`config.mk`:
```
export PLATFORM = sky130hd
export DESIGN_NAME = ham_hdlc_port
export DESIGN_NICKNAME = d
export VERILOG_FILES = /design/src/ham_pkg.sv /design/src/ham_hdlc_port.sv /design/src/ham_sync.sv /design/src/ham_fifo.sv
export SDC_FILE = /design/constraint.sdc
export NUM_CORES = 1
export LEC_CHECK = 0
export BUFFER_PORTS_ARGS = -buffer_cell sky130_fd_sc_hd__buf_2
export CAP_MARGIN = 30
export CELL_PAD_IN_SITES_DETAIL_PLACEMENT = 1
export CELL_PAD_IN_SITES_GLOBAL_PLACEMENT = 2
export CORE_MARGIN = 2
export CORE_UTILIZATION = 47
export CTS_BUF_LIST = sky130_fd_sc_hd__clkbuf_4 sky130_fd_sc_hd__clkbuf_8 sky130_fd_sc_hd__clkbuf_16
export DETAILED_ROUTE_END_ITERATION = 10
export HOLD_SLACK_MARGIN = 0.1
export PLACE_DENSITY = 0.85
export SLEW_MARGIN = 20
export SYNTH_ARGS = -nofsm -noshare
export SYNTH_HDL_FRONTEND = slang
export SYNTH_SLANG_ARGS = --single-unit
```
`constraint.sdc`:
```
create_clock -name ref_clk -period 5.4 [get_ports ref_clk]
set_clock_uncertainty 0.15 [all_clocks]
set_input_delay 0.27 -clock ref_clk [delete_from_list [all_inputs] [get_ports ref_clk]]
set_output_delay 0.27 -clock ref_clk [all_outputs]
set_load 0.005 [all_outputs]
```
`src/ham_pkg.sv`:
```
// shared constants and types for the hdlc address match and fifo register front end
package ham_pkg;
  // register page codes that select the two controller instances
  localparam logic [7:0] PAGE_CH0 = 8'h0B;
  localparam logic [7:0] PAGE_CH1 = 8'h0C;
  // register offsets inside a controller page
  localparam logic [4:0] OFS_ADDR1 = 5'h10;
  localparam logic [4:0] OFS_ADDR2 = 5'h11;
  localparam logic [4:0] OFS_FIFO = 5'h12;
  localparam logic [4:0] OFS_CTL1 = 5'h13;
  localparam logic [4:0] OFS_STAT = 5'h14;
  localparam logic [4:0] OFS_CTL2 = 5'h15;
  localparam logic [4:0] OFS_EVMASK = 5'h16;
  localparam logic [4:0] OFS_EVFLAGS = 5'h17;
  localparam logic [4:0] OFS_CHKH = 5'h18;
  localparam logic [4:0] OFS_CHKL = 5'h19;
  localparam logic [4:0] OFS_TXLEN = 5'h1A;
  localparam logic [4:0] OFS_TCTL = 5'h1B;
  localparam logic [4:0] OFS_TSTAT = 5'h1C;
  localparam logic [4:0] OFS_CTL3 = 5'h1D;
  localparam logic [4:0] OFS_CTL4 = 5'h1E;
  localparam logic [4:0] OFS_NONE = 5'h1F;
  // field positions
  localparam int C1_ADREC = 7;
  localparam int C1_RXEN = 6;
  localparam int C1_TXEN = 5;
  localparam int C1_EOP = 4;
  localparam int C1_FA = 3;
  localparam int C1_MIDLE = 2;
  localparam int C2_SEVEN = 4;
  localparam int C2_RXFRST = 1;
  localparam int C2_TXFRST = 0;
  localparam int AM_EN = 0;
  // all-call address, seven ones above the extension bit
  localparam logic [6:0] ALL_CALL = 7'h7F;
  // reset values
  localparam logic [7:0] REG_RST = 8'h00;
  localparam logic [15:0] SYNC_RST = 16'hE000;
  // fifo shape: 8 data bits plus two tag bits
  localparam int FIFO_W = 10;
  localparam int FIFO_D = 8;
  // receive address filter states, gray along the usual path
  typedef enum logic [2:0] {
    RX_ADDR1 = 3'h0,
    RX_ADDR2 = 3'h1,
    RX_FLUSH = 3'h3,
    RX_PASS = 3'h2,
    RX_DROP = 3'h6
  } ham_rx_state_t;
  // per-controller state
  typedef struct packed {
    logic [15:0][7:0] regs;
    ham_rx_state_t rxs;
    logic [9:0] hold;
    logic [1:0] tag;
    logic [3:0] snap;
  } ham_ch_t;
endpackage : ham_pkg

```
`src/ham_hdlc_port.sv`:
```
// register port, address filter and fifos for two hdlc controllers
`timescale 1ns/1ns
module ham_hdlc_port
  import ham_pkg::*;
#(
  parameter int DEPTH = FIFO_D
) (
  // clock and reset
  input wire logic ref_clk,
  input wire logic arst_n,
  // parallel register port pins
  input wire logic host_cs_n,
  input wire logic host_rd_n,
  input wire logic host_wr_n,
  input wire logic [4:0] host_addr,
  input wire logic [7:0] host_din,
  output logic [7:0] host_dout,
  output logic host_doe,
  // page select from the chip page register
  input wire logic [7:0] page_sel,
  // transmit words toward the bit engines
  output logic [1:0] tx_valid,
  input wire logic [1:0] tx_ready,
  output logic [1:0][7:0] tx_data,
  output logic [1:0] last_byte_tag,
  output logic [1:0] abort_tag,
  // received bytes from the bit engines
  input wire logic [1:0] rx_valid,
  output logic [1:0] rx_ready,
  input wire logic [1:0][7:0] rx_data,
  input wire logic [1:0] rx_last,
  input wire logic [1:0] rx_byte_tag_hi,
  input wire logic [1:0] rx_byte_tag_lo,
  input wire logic [1:0][15:0] rx_check_in,
  // control levels toward the bit engines
  output logic [1:0] rx_enable,
  output logic [1:0] tx_enable,
  output logic [1:0] mark_idle
);
  // whole state of the block
  typedef struct packed {
    ham_ch_t [1:0] ch;
    logic rd_prev;
    logic wr_prev;
    logic oe;
    logic [7:0] rdata;
    logic [3:0] widx;
    logic [7:0] wdata;
    logic wch;
  } ham_top_st_t;
  ham_top_st_t st_reg;
  ham_top_st_t st_next;

  // synchronised pins
  logic [15:0] pin_sync;
  logic s_cs_n;
  logic s_rd_n;
  logic s_wr_n;
  logic [4:0] s_addr;
  logic [7:0] s_din;
  // fifo handshakes, one per controller
  logic [1:0] txf_iv;
  logic [1:0] txf_ir;
  logic [1:0][9:0] txf_id;
  logic [1:0] txf_ov;
  logic [1:0][9:0] txf_od;
  logic [1:0] rxf_iv;
  logic [1:0] rxf_ir;
  logic [1:0][9:0] rxf_id;
  logic [1:0] rxf_ov;
  logic [1:0] rxf_or;
  logic [1:0][9:0] rxf_od;
  // decode helpers
  logic ch;
  logic hit;
  logic rd_act;
  logic wr_act;
  logic quiet;

  // host pins are asynchronous to ref_clk
  ham_sync #(
    .W(16),
    .RST_VAL(SYNC_RST)
  ) u_sync (
    .ref_clk(ref_clk),
    .arst_n(arst_n),
    .pin_in({host_cs_n, host_rd_n, host_wr_n, host_addr, host_din}),
    .sync_out(pin_sync)
  );
  assign {s_cs_n, s_rd_n, s_wr_n, s_addr, s_din} = pin_sync;

  // one transmit and one receive fifo per controller
  for (genvar g = 0; g < 2; g++) begin : g_fifo
    ham_fifo #(
      .W(FIFO_W),
      .D(DEPTH)
    ) u_txf (
      .ref_clk(ref_clk),
      .arst_n(arst_n),
      .flush(st_reg.ch[g].regs[OFS_CTL2[3:0]][C2_TXFRST]),
      .in_valid(txf_iv[g]),
      .in_ready(txf_ir[g]),
      .in_data(txf_id[g]),
      .out_valid(txf_ov[g]),
      .out_ready(tx_ready[g]),
      .out_data(txf_od[g])
    );
    ham_fifo #(
      .W(FIFO_W),
      .D(DEPTH)
    ) u_rxf (
      .ref_clk(ref_clk),
      .arst_n(arst_n),
      .flush(st_reg.ch[g].regs[OFS_CTL2[3:0]][C2_RXFRST]),
      .in_valid(rxf_iv[g]),
      .in_ready(rxf_ir[g]),
      .in_data(rxf_id[g]),
      .out_valid(rxf_ov[g]),
      .out_ready(rxf_or[g]),
      .out_data(rxf_od[g])
    );
    // transmit word: end tag, abort tag, byte
    assign tx_valid[g] = txf_ov[g];
    assign tx_data[g] = txf_od[g][7:0];
    assign last_byte_tag[g] = txf_od[g][9];
    assign abort_tag[g] = txf_od[g][8];
    // control levels straight from the stored control byte
    assign rx_enable[g] = st_reg.ch[g].regs[OFS_CTL1[3:0]][C1_RXEN];
    assign tx_enable[g] = st_reg.ch[g].regs[OFS_CTL1[3:0]][C1_TXEN];
    assign mark_idle[g] = st_reg.ch[g].regs[OFS_CTL1[3:0]][C1_MIDLE];
  end

  // read-only and fifo offsets are not stored by a write
  function automatic logic is_rw(input logic [3:0] idx);
    logic [4:0] o;
    o = {1'b1, idx};
    is_rw = !(o == OFS_FIFO || o == OFS_STAT || o == OFS_EVFLAGS ||
              o == OFS_CHKH || o == OFS_CHKL || o == OFS_TSTAT);
  endfunction : is_rw

  // address decision; two selects whether a second byte is compared
  function automatic logic addr_pass(input logic [7:0] r1, input logic [7:0] r2,
                                     input logic seven, input logic adrec,
                                     input logic [7:0] b1, input logic [7:0] b2,
                                     input logic two);
    logic m1;
    logic m2;
    logic ac;
    m1 = !r1[AM_EN] || ((b1[7:2] == r1[7:2]) && (!seven || b1[1] == r1[1]));
    m2 = !two || !r2[AM_EN] || (b2[7:1] == r2[7:1]);
    // all-call overrides both masks but needs the enables
    ac = r1[AM_EN] && (b1[7:1] == ALL_CALL) &&
         (!two || (r2[AM_EN] && b2[7:1] == ALL_CALL));
    addr_pass = !adrec || ac || (m1 && m2);
  endfunction : addr_pass

  // page and offset decode
  always_comb begin
    ch = (page_sel == PAGE_CH1);
    hit = ((page_sel == PAGE_CH0) || (page_sel == PAGE_CH1)) &&
          s_addr[4] && (s_addr != OFS_NONE);
    rd_act = !s_cs_n && !s_rd_n && hit;
    wr_act = !s_cs_n && !s_wr_n && hit;
    // no strobe now nor last cycle: pointers have settled
    quiet = !(rd_act || wr_act || st_reg.rd_prev || st_reg.wr_prev);
  end

  // next-state logic: bus port, tag handling, address filter
  always_comb begin
    logic [7:0] r1;
    logic [7:0] r2;
    logic seven;
    logic adrec;
    logic [9:0] inw;
    logic dec;
    r1 = '0;
    r2 = '0;
    seven = 1'b0;
    adrec = 1'b0;
    inw = '0;
    dec = 1'b0;
    st_next = st_reg;
    txf_iv = '0;
    txf_id = '0;
    rxf_iv = '0;
    rxf_id = '0;
    rxf_or = '0;
    rx_ready = '0;
    st_next.rd_prev = rd_act;
    st_next.wr_prev = wr_act;
    st_next.oe = rd_act;
    // read: value caught once at the start of the strobe
    if (rd_act && !st_reg.rd_prev) begin
      unique case (s_addr)
        OFS_FIFO: begin
          // empty fifo reads as zero and pops nothing
          st_next.rdata = rxf_ov[ch] ? rxf_od[ch][7:0] : REG_RST;
          if (rxf_ov[ch]) begin
            rxf_or[ch] = 1'b1;
            st_next.ch[ch].tag = rxf_od[ch][9:8];
          end
        end
        OFS_STAT: st_next.rdata = {2'b00, st_reg.ch[ch].tag, st_reg.ch[ch].snap};
        OFS_EVFLAGS: st_next.rdata = REG_RST;
        OFS_TSTAT: st_next.rdata = REG_RST;
        OFS_CHKH: st_next.rdata = rx_check_in[ch][15:8];
        OFS_CHKL: st_next.rdata = rx_check_in[ch][7:0];
        default: st_next.rdata = st_reg.ch[ch].regs[s_addr[3:0]];
      endcase
    end
    // write: track address and data while the strobe is low
    if (wr_act) begin
      st_next.widx = s_addr[3:0];
      st_next.wdata = s_din;
      st_next.wch = ch;
    end
    // commit on the strobe's release, data has been stable
    if (st_reg.wr_prev && !wr_act) begin
      if ({1'b1, st_reg.widx} == OFS_FIFO) begin
        txf_iv[st_reg.wch] = 1'b1;
        txf_id[st_reg.wch] = {
          st_reg.ch[st_reg.wch].regs[OFS_CTL1[3:0]][C1_EOP],
          st_reg.ch[st_reg.wch].regs[OFS_CTL1[3:0]][C1_FA],
          st_reg.wdata};
        // tags are one-shot; a refused write leaves them armed
        if (txf_ir[st_reg.wch]) begin
          st_next.ch[st_reg.wch].regs[OFS_CTL1[3:0]][C1_EOP] = 1'b0;
          st_next.ch[st_reg.wch].regs[OFS_CTL1[3:0]][C1_FA] = 1'b0;
        end
      end else if (is_rw(st_reg.widx)) begin
        st_next.ch[st_reg.wch].regs[st_reg.widx] = st_reg.wdata;
      end
    end
    // per controller receive filter and status snapshot
    for (int c = 0; c < 2; c++) begin
      r1 = st_reg.ch[c].regs[OFS_ADDR1[3:0]];
      r2 = st_reg.ch[c].regs[OFS_ADDR2[3:0]];
      seven = st_reg.ch[c].regs[OFS_CTL2[3:0]][C2_SEVEN];
      adrec = st_reg.ch[c].regs[OFS_CTL1[3:0]][C1_ADREC];
      inw = {rx_byte_tag_hi[c], rx_byte_tag_lo[c], rx_data[c]};
      dec = 1'b0;
      unique case (st_reg.ch[c].rxs)
        RX_ADDR1: begin
          if (rx_valid[c]) begin
            if (adrec && r2[AM_EN] && !rx_last[c]) begin
              // hold first byte until the second decides
              rx_ready[c] = 1'b1;
              st_next.ch[c].hold = inw;
              st_next.ch[c].rxs = RX_ADDR2;
            end else begin
              dec = addr_pass(r1, r2, seven, adrec, rx_data[c], rx_data[c], 1'b0);
              if (dec) begin
                rxf_iv[c] = 1'b1;
                rxf_id[c] = inw;
                rx_ready[c] = rxf_ir[c];
                if (rxf_ir[c] && !rx_last[c]) begin
                  st_next.ch[c].rxs = RX_PASS;
                end
              end else begin
                rx_ready[c] = 1'b1;
                if (!rx_last[c]) begin
                  st_next.ch[c].rxs = RX_DROP;
                end
              end
            end
          end
        end
        RX_ADDR2: begin
          // second byte is looked at, not taken, in this state
          if (rx_valid[c]) begin
            dec = addr_pass(r1, r2, seven, adrec, st_reg.ch[c].hold[7:0],
                            rx_data[c], 1'b1);
            st_next.ch[c].rxs = dec ? RX_FLUSH : RX_DROP;
          end
        end
        RX_FLUSH: begin
          // held first byte goes in ahead of the second
          rxf_iv[c] = 1'b1;
          rxf_id[c] = st_reg.ch[c].hold;
          if (rxf_ir[c]) begin
            st_next.ch[c].rxs = RX_PASS;
          end
        end
        RX_PASS: begin
          // full receive fifo stalls the engine
          if (rx_valid[c]) begin
            rxf_iv[c] = 1'b1;
            rxf_id[c] = inw;
            rx_ready[c] = rxf_ir[c];
            if (rxf_ir[c] && rx_last[c]) begin
              st_next.ch[c].rxs = RX_ADDR1;
            end
          end
        end
        RX_DROP: begin
          rx_ready[c] = 1'b1;
          if (rx_valid[c] && rx_last[c]) begin
            st_next.ch[c].rxs = RX_ADDR1;
          end
        end
        default: st_next.ch[c].rxs = RX_ADDR1;
      endcase
      // flags frozen while the host port is busy
      if (quiet) begin
        st_next.ch[c].snap = {!txf_ir[c], !txf_ov[c], !rxf_ir[c], !rxf_ov[c]};
      end
    end
  end

  // state register
  always_ff @(posedge ref_clk or negedge arst_n) begin
    if (!arst_n) begin
      st_reg <= '0;
    end else begin
      st_reg <= st_next;
    end
  end

  // read data bus
  assign host_dout = st_reg.rdata;
  assign host_doe = st_reg.oe;
endmodule : ham_hdlc_port

```
`src/ham_sync.sv`:
```
// two-flop synchroniser for a bundle of pin inputs
`timescale 1ns/1ns
module ham_sync #(
  parameter int W = 16,
  parameter logic [W-1:0] RST_VAL = '0
) (
  // clock and reset
  input wire logic ref_clk,
  input wire logic arst_n,
  // pins in, synchronised copy out
  input wire logic [W-1:0] pin_in,
  output logic [W-1:0] sync_out
);
  typedef struct packed {
    logic [W-1:0] s1;
    logic [W-1:0] s2;
  } ham_sync_st_t;
  ham_sync_st_t st_reg;
  ham_sync_st_t st_next;

  // first stage feeds only the second stage
  always_comb begin
    st_next = st_reg;
    st_next.s1 = pin_in;
    st_next.s2 = st_reg.s1;
  end

  // state register
  always_ff @(posedge ref_clk or negedge arst_n) begin
    if (!arst_n) begin
      st_reg <= {RST_VAL, RST_VAL};
    end else begin
      st_reg <= st_next;
    end
  end

  assign sync_out = st_reg.s2;
endmodule : ham_sync

```
`src/ham_fifo.sv`:
```
// flip-flop fifo with valid/ready on both sides
`timescale 1ns/1ns
module ham_fifo #(
  parameter int W = 10,
  parameter int D = 8
) (
  // clock and reset
  input wire logic ref_clk,
  input wire logic arst_n,
  input wire logic flush,
  // fill side
  input wire logic in_valid,
  output logic in_ready,
  input wire logic [W-1:0] in_data,
  // drain side
  output logic out_valid,
  input wire logic out_ready,
  output logic [W-1:0] out_data
);
  localparam int AW = (D > 1) ? $clog2(D) : 1;
  localparam logic [AW-1:0] LAST = AW'(D - 1);
  localparam logic [AW:0] FULL = (AW + 1)'(D);
  typedef struct packed {
    logic [D-1:0][W-1:0] mem;
    logic [AW-1:0] wp;
    logic [AW-1:0] rp;
    logic [AW:0] cnt;
  } ham_fifo_st_t;
  ham_fifo_st_t st_reg;
  ham_fifo_st_t st_next;
  logic wr;
  logic rd;

  // pointers wrap at the depth, so any depth works
  always_comb begin
    st_next = st_reg;
    wr = in_valid && in_ready;
    rd = out_valid && out_ready;
    if (wr) begin
      st_next.mem[st_reg.wp] = in_data;
      st_next.wp = (st_reg.wp == LAST) ? '0 : st_reg.wp + 1'b1;
    end
    if (rd) begin
      st_next.rp = (st_reg.rp == LAST) ? '0 : st_reg.rp + 1'b1;
    end
    if (wr && !rd) begin
      st_next.cnt = st_reg.cnt + 1'b1;
    end else if (rd && !wr) begin
      st_next.cnt = st_reg.cnt - 1'b1;
    end
    // flush drops contents but keeps stale words
    if (flush) begin
      st_next.wp = '0;
      st_next.rp = '0;
      st_next.cnt = '0;
    end
  end

  // state register
  always_ff @(posedge ref_clk or negedge arst_n) begin
    if (!arst_n) begin
      st_reg <= '0;
    end else begin
      st_reg <= st_next;
    end
  end

  assign in_ready = (st_reg.cnt != FULL) && !flush;
  assign out_valid = (st_reg.cnt != '0) && !flush;
  assign out_data = st_reg.mem[st_reg.rp];
endmodule : ham_fifo

```
==> flow_summary.toml, run 1 <==
[critical_path]
cp-startpoint = "u_sync.sync_out[11]"
cp_max_fo = 12
slowest_stage = "nor2_1"
arrival_ns = 4.54
rr_worst_depth = 11
worstPathRequired_ns = 5.75
cpLargestDelayFamily = "simple AND/OR/NAND/NOR gates"
crit_path_max_incr_delay_ns = 0.69
critPathLaunchType = "register"
r2r_setup_slack_ns = 1.22
worst-path-buf-inv = 0
r2r-start = "u_sync.sync_out[11]"
crit_type = "reg -> reg"
reg2reg_to = "g_fifo[1].u_rxf.st_reg[3]"
end_kind = "register"
worstPathCellList = "nor2_1, and4b_1, nor4b_1, nand2_1, nand2b_1, ha_1, a21o_1, a21oi_1, nand4b_1, o2111a_1, a211o_1"

[global_route]
gr-total-overflow = 0
grt_pass1_vias = 23900
grt_max_degree = 122
grt_pass1_wl_mm = 141
antenna_found_initial = 2
grtUsageTotal_pct = 25.7

[timing]
max_freq_mhz = 239
setup_violations = 0
period_minus_slack_ns = 4.18
rsz0062_at_grt = "false"
timing.final.ws_setup_ns = 1.22
tightest_slew_ns = 1.04
setup-tns-final_ns = 0
slew_violations = 0
fin_crit_sh_pct = 77.5
whs_ns = 0.136
finalHoldViolations = 0
maxSlewHeadroom_pct = 30.7

[finish]
largest_reg_flops = 302
area_growth_syn_to_layout_pct = 14.3
seqCellArea_mm2 = 0.0178
fillCellCount = 6803
stdcell_area_mm2 = 0.0374
multiInputGateArea_mm2 = 0.0137
antenna_cells = 0
drive_above_1_share_pct = 32.9
nNetsFinal = 2767

[floorplan]
die_h_um = 268
rows = 96
start_util_pct = 47.6
die_w_um = 268
dieArea_mm2 = 0.0717
num_io_pins = 123
core_mm2 = 0.0687

[routing]
wl_per_cell_um = 24.4
vias = 21300
drt-total-wl_mm = 89.2
dr_wl_met3_mm = 3.73
wl_met2_mm = 45.8
drc_errors = 0
drt_first_pass_iters = 5
drtAntennaViolNets = 0
dr.max_layer_used = "met5"
via_per_inst = 5.84
met1Wirelength_mm = 37.5
drt_iter0_markers = 1234

[pwr]
p_leak_nw = 17.1
p_total_mw = 15.1
p_per_area_mw_per_mm2 = 405
ir_worst_vdd_v = 0.000213

[clocking]
cts_resized = 0
cts-root-buf = "clkbuf_16"
cts_buffers = 79
cts.sinks = 709
clk_latency_ns = 0.62
path_clk_slew_ns = 0.06
hold_buffers = 57
cts_setup_buffers = 0
htreeDepth = 3
clock_path_buffers = 3
cts_tree = "built"

[min_path]
min_to = "host_dout[5]"
worstHoldStart = "rx_check_in[5]"
hold_path_class = "in -> reg"
hold_path_depth = 5

[synth]
yosys_warnings = 0
syn_area_per_cell_um2 = 12.5
synth_cell_type_count = 72
syn_area_mm2 = 0.0327
synth_top_area_cell = "dfrtp_1"
synth.area.top_cells = "dfrtp_1 (54%), mux2_2 (12%), mux4_2 (10%)"
async_reset_ff_share_pct = 100
synth_ff_type = "dfrtp_1"
synth.most_common_cell = "dfrtp_1"
ys_ff_latch = 709
yosysTopAreaCellShare_pct = 53.8
synthCells = 2608
yosysSeqAreaShare_pct = 54.3
synth-edff-count = 0
yosys-top-cells-count = "dfrtp_1 (703), mux2_2 (361), nand2_1 (279), clkbuf_1 (206), o21ai_0 (155)"
synth_fp_nets = 2720

[place]
dpl.hpwl_mm = 58.9
place_ws_ns = 1.24
portBuffers = 122
place_area_mm2 = 0.0339
gp_congestion = 0.848

[flow_run]
maxCapViolCount = 0

[run_status]
outcome = "complete, no violations"
tightest hold or removal path, delay by kind of cell:
family	cells	cell delay, ns
AO/OA/AOI/OAI	4	0.51
buffers and inverters	1	0.09
where the power goes:
| group | leakage [nW] | internal, mW | switching [mW] |
|---|---|---|---|
| Clock | 1.42 | 3.52 | 2.19 |
| Combinational | 6.22 | 1.39 | 1.40 |
| Sequential | 9.47 | 6.03 | 0.594 |
| Total | 17.1 | 10.9 | 4.18 |
layout by cell type (no fill, tap or decap), types with 40 or more instances in the layout:
cell	synthesis	routed
a21oi_1	102	102
buf_2	31	122
buf_4	21	45
clkbuf_16	0	84
dfrtp_1	703	700
dlygate4sd3_1	0	57
mux2_2	361	361
mux4_2	145	145
nand2_1	279	279
nand3_1	40	40
nor2_1	105	105
o21ai_0	155	155
worst max path at each step:
stage,endpoint,slack [ns],depth (start not counted)
after floorplan,g_fifo[1].u_rxf.st_reg[3],2.13,13
after global placement,g_fifo[1].u_rxf.st_reg[3],1.41,12
after detailed placement,g_fifo[1].u_rxf.st_reg[3],1.24,12
after CTS,g_fifo[1].u_rxf.st_reg[3],1.30,11
after global routing,g_fifo[1].u_rxf.st_reg[3],0.93,11
final,g_fifo[1].u_rxf.st_reg[3],1.22,11
kinds of logic (layout without fill, tap and decap cells):
kind of cell / Yosys count / after routing / share of synthesized area (%)
flops: 709 / 709 / 54.3
simple gates: 607 / 607 / 9.09
mux: 541 / 541 / 23.6
compound gates: 362 / 362 / 6.51
buf+inv: 311 / 423 / 3.98
xor+xnor: 50 / 50 / 1.34
fa+ha+maj: 28 / 28 / 1.16
routing by layer:
| metal | track usage [%] | vias to the layer above |
|---|---|---|
| met5 | 0 | - |
| met4 | 7.52 | 2 |
| met3 | 3.73 | 135 |
| met1 | 33.0 | 11400 |
| met2 | 45.3 | 430 |
| li1 | - | 9358 |
metrics by stage:
step,std cells,util [%]
6_report,3651,54.4
5_1_grt,3651,54.4
4_1_cts,3646,54.3
3_5_place_dp,3443,49.4
3_3_place_gp,3436,49.2
2_1_floorplan,2608,-
final cells by class:
| cell class | instances | share of cell area [%] |
|---|---|---|
| flip-flops and latches | 709 | 47.5 |
| inverters | 38 | 0.382 |
| repair buffers | 239 | 4.76 |
| well taps | 931 | 3.12 |
| clock inverters | 20 | 0.716 |
| multi-input cells | 1588 | 36.7 |
| clock buffers | 126 | 6.80 |
Power figures use the tool's default switching activity.
==> inputs of run 2 (changes only) <==
Settings changed: ABC_AREA set to 1, CORE_UTILIZATION 47 to 34, PLACE_DENSITY 0.85 to 0.76.
Clock period 5.4 ns to 3.4 ns, I/O delays scaled along.
==> run 2 against run 1 <==
  * Worst setup slack worse by 1.0 ns
  * Via count rose by 33%
  * Critical path depth up 2
  * Synthesized area up 4.1%
  * Clock-buffer cell count increased by 7
  * Global-route usage decreased by 3.8 points
  * Critical endpoint is now st_reg[24]
  * Largest cell class unchanged
  * Highest routed layer is now met4
==> flow_summary.toml, run 2 <==
[run_status]
outcome = "complete, no violations"

[global_route]
grt_pass1_wl_mm = 175
grt_max_degree = 129
gr-total-overflow = 0
grtUsageTotal_pct = 21.9
grt_pass1_vias = 29100
antenna_found_initial = 1

[critical_path]
crit_top_cell = "dlygate4sd3_1"
worstPathRequired_ns = 3.78
cp-startpoint = "page_sel[4]"
end_kind = "register"
crit_type = "in -> reg"
slowest_stage = "dlygate4sd3_1"
cp_max_fo = 15
critPathLaunchType = "primary input"
crit_path_max_incr_delay_ns = 0.62
worstPathCellList = "dlygate4sd3_1, buf_2, nor2_1, dlygate4sd3_1, nand4_1, nor2_1, nand3_2, dlygate4sd3_1, buf_4, nand3_1, inv_1, nand2_1, nand2_1"
arrival_ns = 3.58
worst-path-buf-inv = 6
r2r-start = "u_sync.sync_out[11]"
cpLargestDelayFamily = "buffers and inverters"

[synth]
syn_area_mm2 = 0.0340
yosys-top-cells-count = "nand2_1 (983), dfrtp_1 (703), o21ai_0 (481), nor2_1 (452), inv_1 (350)"
syn_area_per_cell_um2 = 8.05
yosysTopAreaCellShare_pct = 51.7
synthCells = 4225
synth-edff-count = 0
yosysSeqAreaShare_pct = 52.2
ys_ff_latch = 709
synth_top_area_cell = "dfrtp_1"
yosys_warnings = 0
async_reset_ff_share_pct = 100
synth_cell_type_count = 52
synth_ff_type = "dfrtp_1"
synth_fp_nets = 4337
synth.area.top_cells = "dfrtp_1 (52%), nand2_1 (11%), o21ai_0 (7.1%)"
synth.most_common_cell = "nand2_1"

[finish]
nNetsFinal = 4424
drive_above_1_share_pct = 10.5
area_growth_syn_to_layout_pct = 17.3
largest_reg_flops = 302
layout.cells.most_common = "nand2_1"
stdcell_area_mm2 = 0.0399
final_cell_mix = "nand2_1 (983), dfrtp_1 (703), o21ai_0 (481), nor2_1 (450), inv_1 (350)"

[flow_run]
maxCapViolCount = 0

[timing]
tightest_slew_ns = 0.839
max_freq_mhz = 313
rsz0062_at_grt = "false"
slew_violations = 0
maxSlewHeadroom_pct = 43.9
whs_ns = 0.145
finalHoldViolations = 0
period_minus_slack_ns = 3.19
fin_crit_sh_pct = 93.9
setup_violations = 0
setup-tns-final_ns = 0

[routing]
drt-total-wl_mm = 111
drt_iter0_markers = 1752
wl_per_cell_um = 19.5
via_per_inst = 4.98
drtAntennaViolNets = 0
drc_errors = 0
vias = 28300
drt_first_pass_iters = 5

[clocking]
path_clk_slew_ns = 0.06
cts_tree = "built"
cts_buffers = 85
htreeDepth = 3
clock_path_buffers = 3
cts.sinks = 709
cts-root-buf = "clkbuf_16"
clk_latency_ns = 0.65

[place]
gp_congestion = 0.847
portBuffers = 122
dpl.hpwl_mm = 73.7
place_area_mm2 = 0.0359

[pwr]
p_per_area_mw_per_mm2 = 630
p_leak_nw = 18.8
ir_worst_vdd_v = 0.000327

[floorplan]
dieArea_mm2 = 0.103
core_mm2 = 0.0997
start_util_pct = 34.1
num_io_pins = 123
rows = 116
die_w_um = 320
die_h_um = 320

[min_path]
hold_path_class = "in -> async"
[run 2: changes by cell type in the layout (fill, tap and decap cells not counted), moves of 184 or more]
cell / previous run / this run
inv_1: 38 / 350
mux2_2: 361 / 0
nand2_1: 279 / 983
nand3_1: 40 / 224
nor2_1: 105 / 450
o21ai_0: 155 / 481
o21ai_1: 1 / 253
[run 2: repair_timing]
action | in CTS | in global routing
hold buffers | 105 | 0
hold endpoints to repair | 794 | 0
buffers inserted | 0 | 0
gates resized for setup | 0 | 5
setup endpoints to repair | 0 | 5
[run 2: area by class of cell]
type,count,area (µm²)
Multi-Input combinational cell,2814,13500
Antenna cell,2,5.00
Sequential cell,709,17700
Fill cell,11800,59800
Inverter,367,1380
Tap cell,1298,1620
Clock inverter,18,251
Timing Repair Buffer,335,2720
Clock buffer,133,2700
[run 2: logic make-up after synthesis]
group           count (synthesis)  share of synthesized area, %
simple gates                 1850                          23.6
compound gates                909                          14.1
flops                         709                          52.2
buf+inv                       702                          8.31
fa+ha+maj                      28                          1.12
xor+xnor                       27                         0.695
[run 2: power breakdown]
group	switching, mW	total [mW]	internal [mW]	leakage (nW)
sequential	0.608	10.0	9.41	9.52
combinational	3.61	5.52	1.91	7.84
clock	3.73	9.62	5.89	1.48
total	7.95	25.2	17.2	18.8
[run 2: worst register-to-register path, delay by kind of cell, from the launching register on]
kind	cells	cell delay, ns
AND/OR/NAND/NOR	6	0.66
AO/OA/AOI/OAI	2	0.25
flip-flops	1	0.43
buffers and inverters	5	1.62
[run 2: metal layers]
metal	routed length, µm	GRT usage, %	up-vias
met3	3100	2.76	128
met5	0	0	-
li1	-	-	13800
met2	52300	36.2	379
met1	53100	30.3	13900
met4	2520	5.69	0
[run 2: final timing paths]
check                                             endpoint  slack, ns  cells past startpoint
min in group ref_clk                    u_sync.sync_out[6]       0.20                      0
worst min register to register          u_sync.sync_out[6]       0.20                      0
worst min-delay path                          host_dout[0]       0.14                      3
max in group asynchronous       g_fifo[0].u_txf.st_reg[26]       2.41                      4
worst max-delay path                            st_reg[24]       0.21                     13
worst max register to register                host_dout[3]       0.23                     13
[run 2: stage by stage]
stage | utilization [%] | setup WS (ns) | power, mW | std cells
2_1_floorplan | - | 0.854 | 13.5 | 4225
3_3_place_gp | 36.0 | 0.523 | 15.5 | 5417
3_5_place_dp | 36.0 | 0.495 | 15.6 | 5417
4_1_cts | 40.0 | 0.0133 | 25.5 | 5673
5_1_grt | 40.0 | 0.0182 | 26.7 | 5674
6_report | 40.0 | 0.207 | 25.2 | 5676
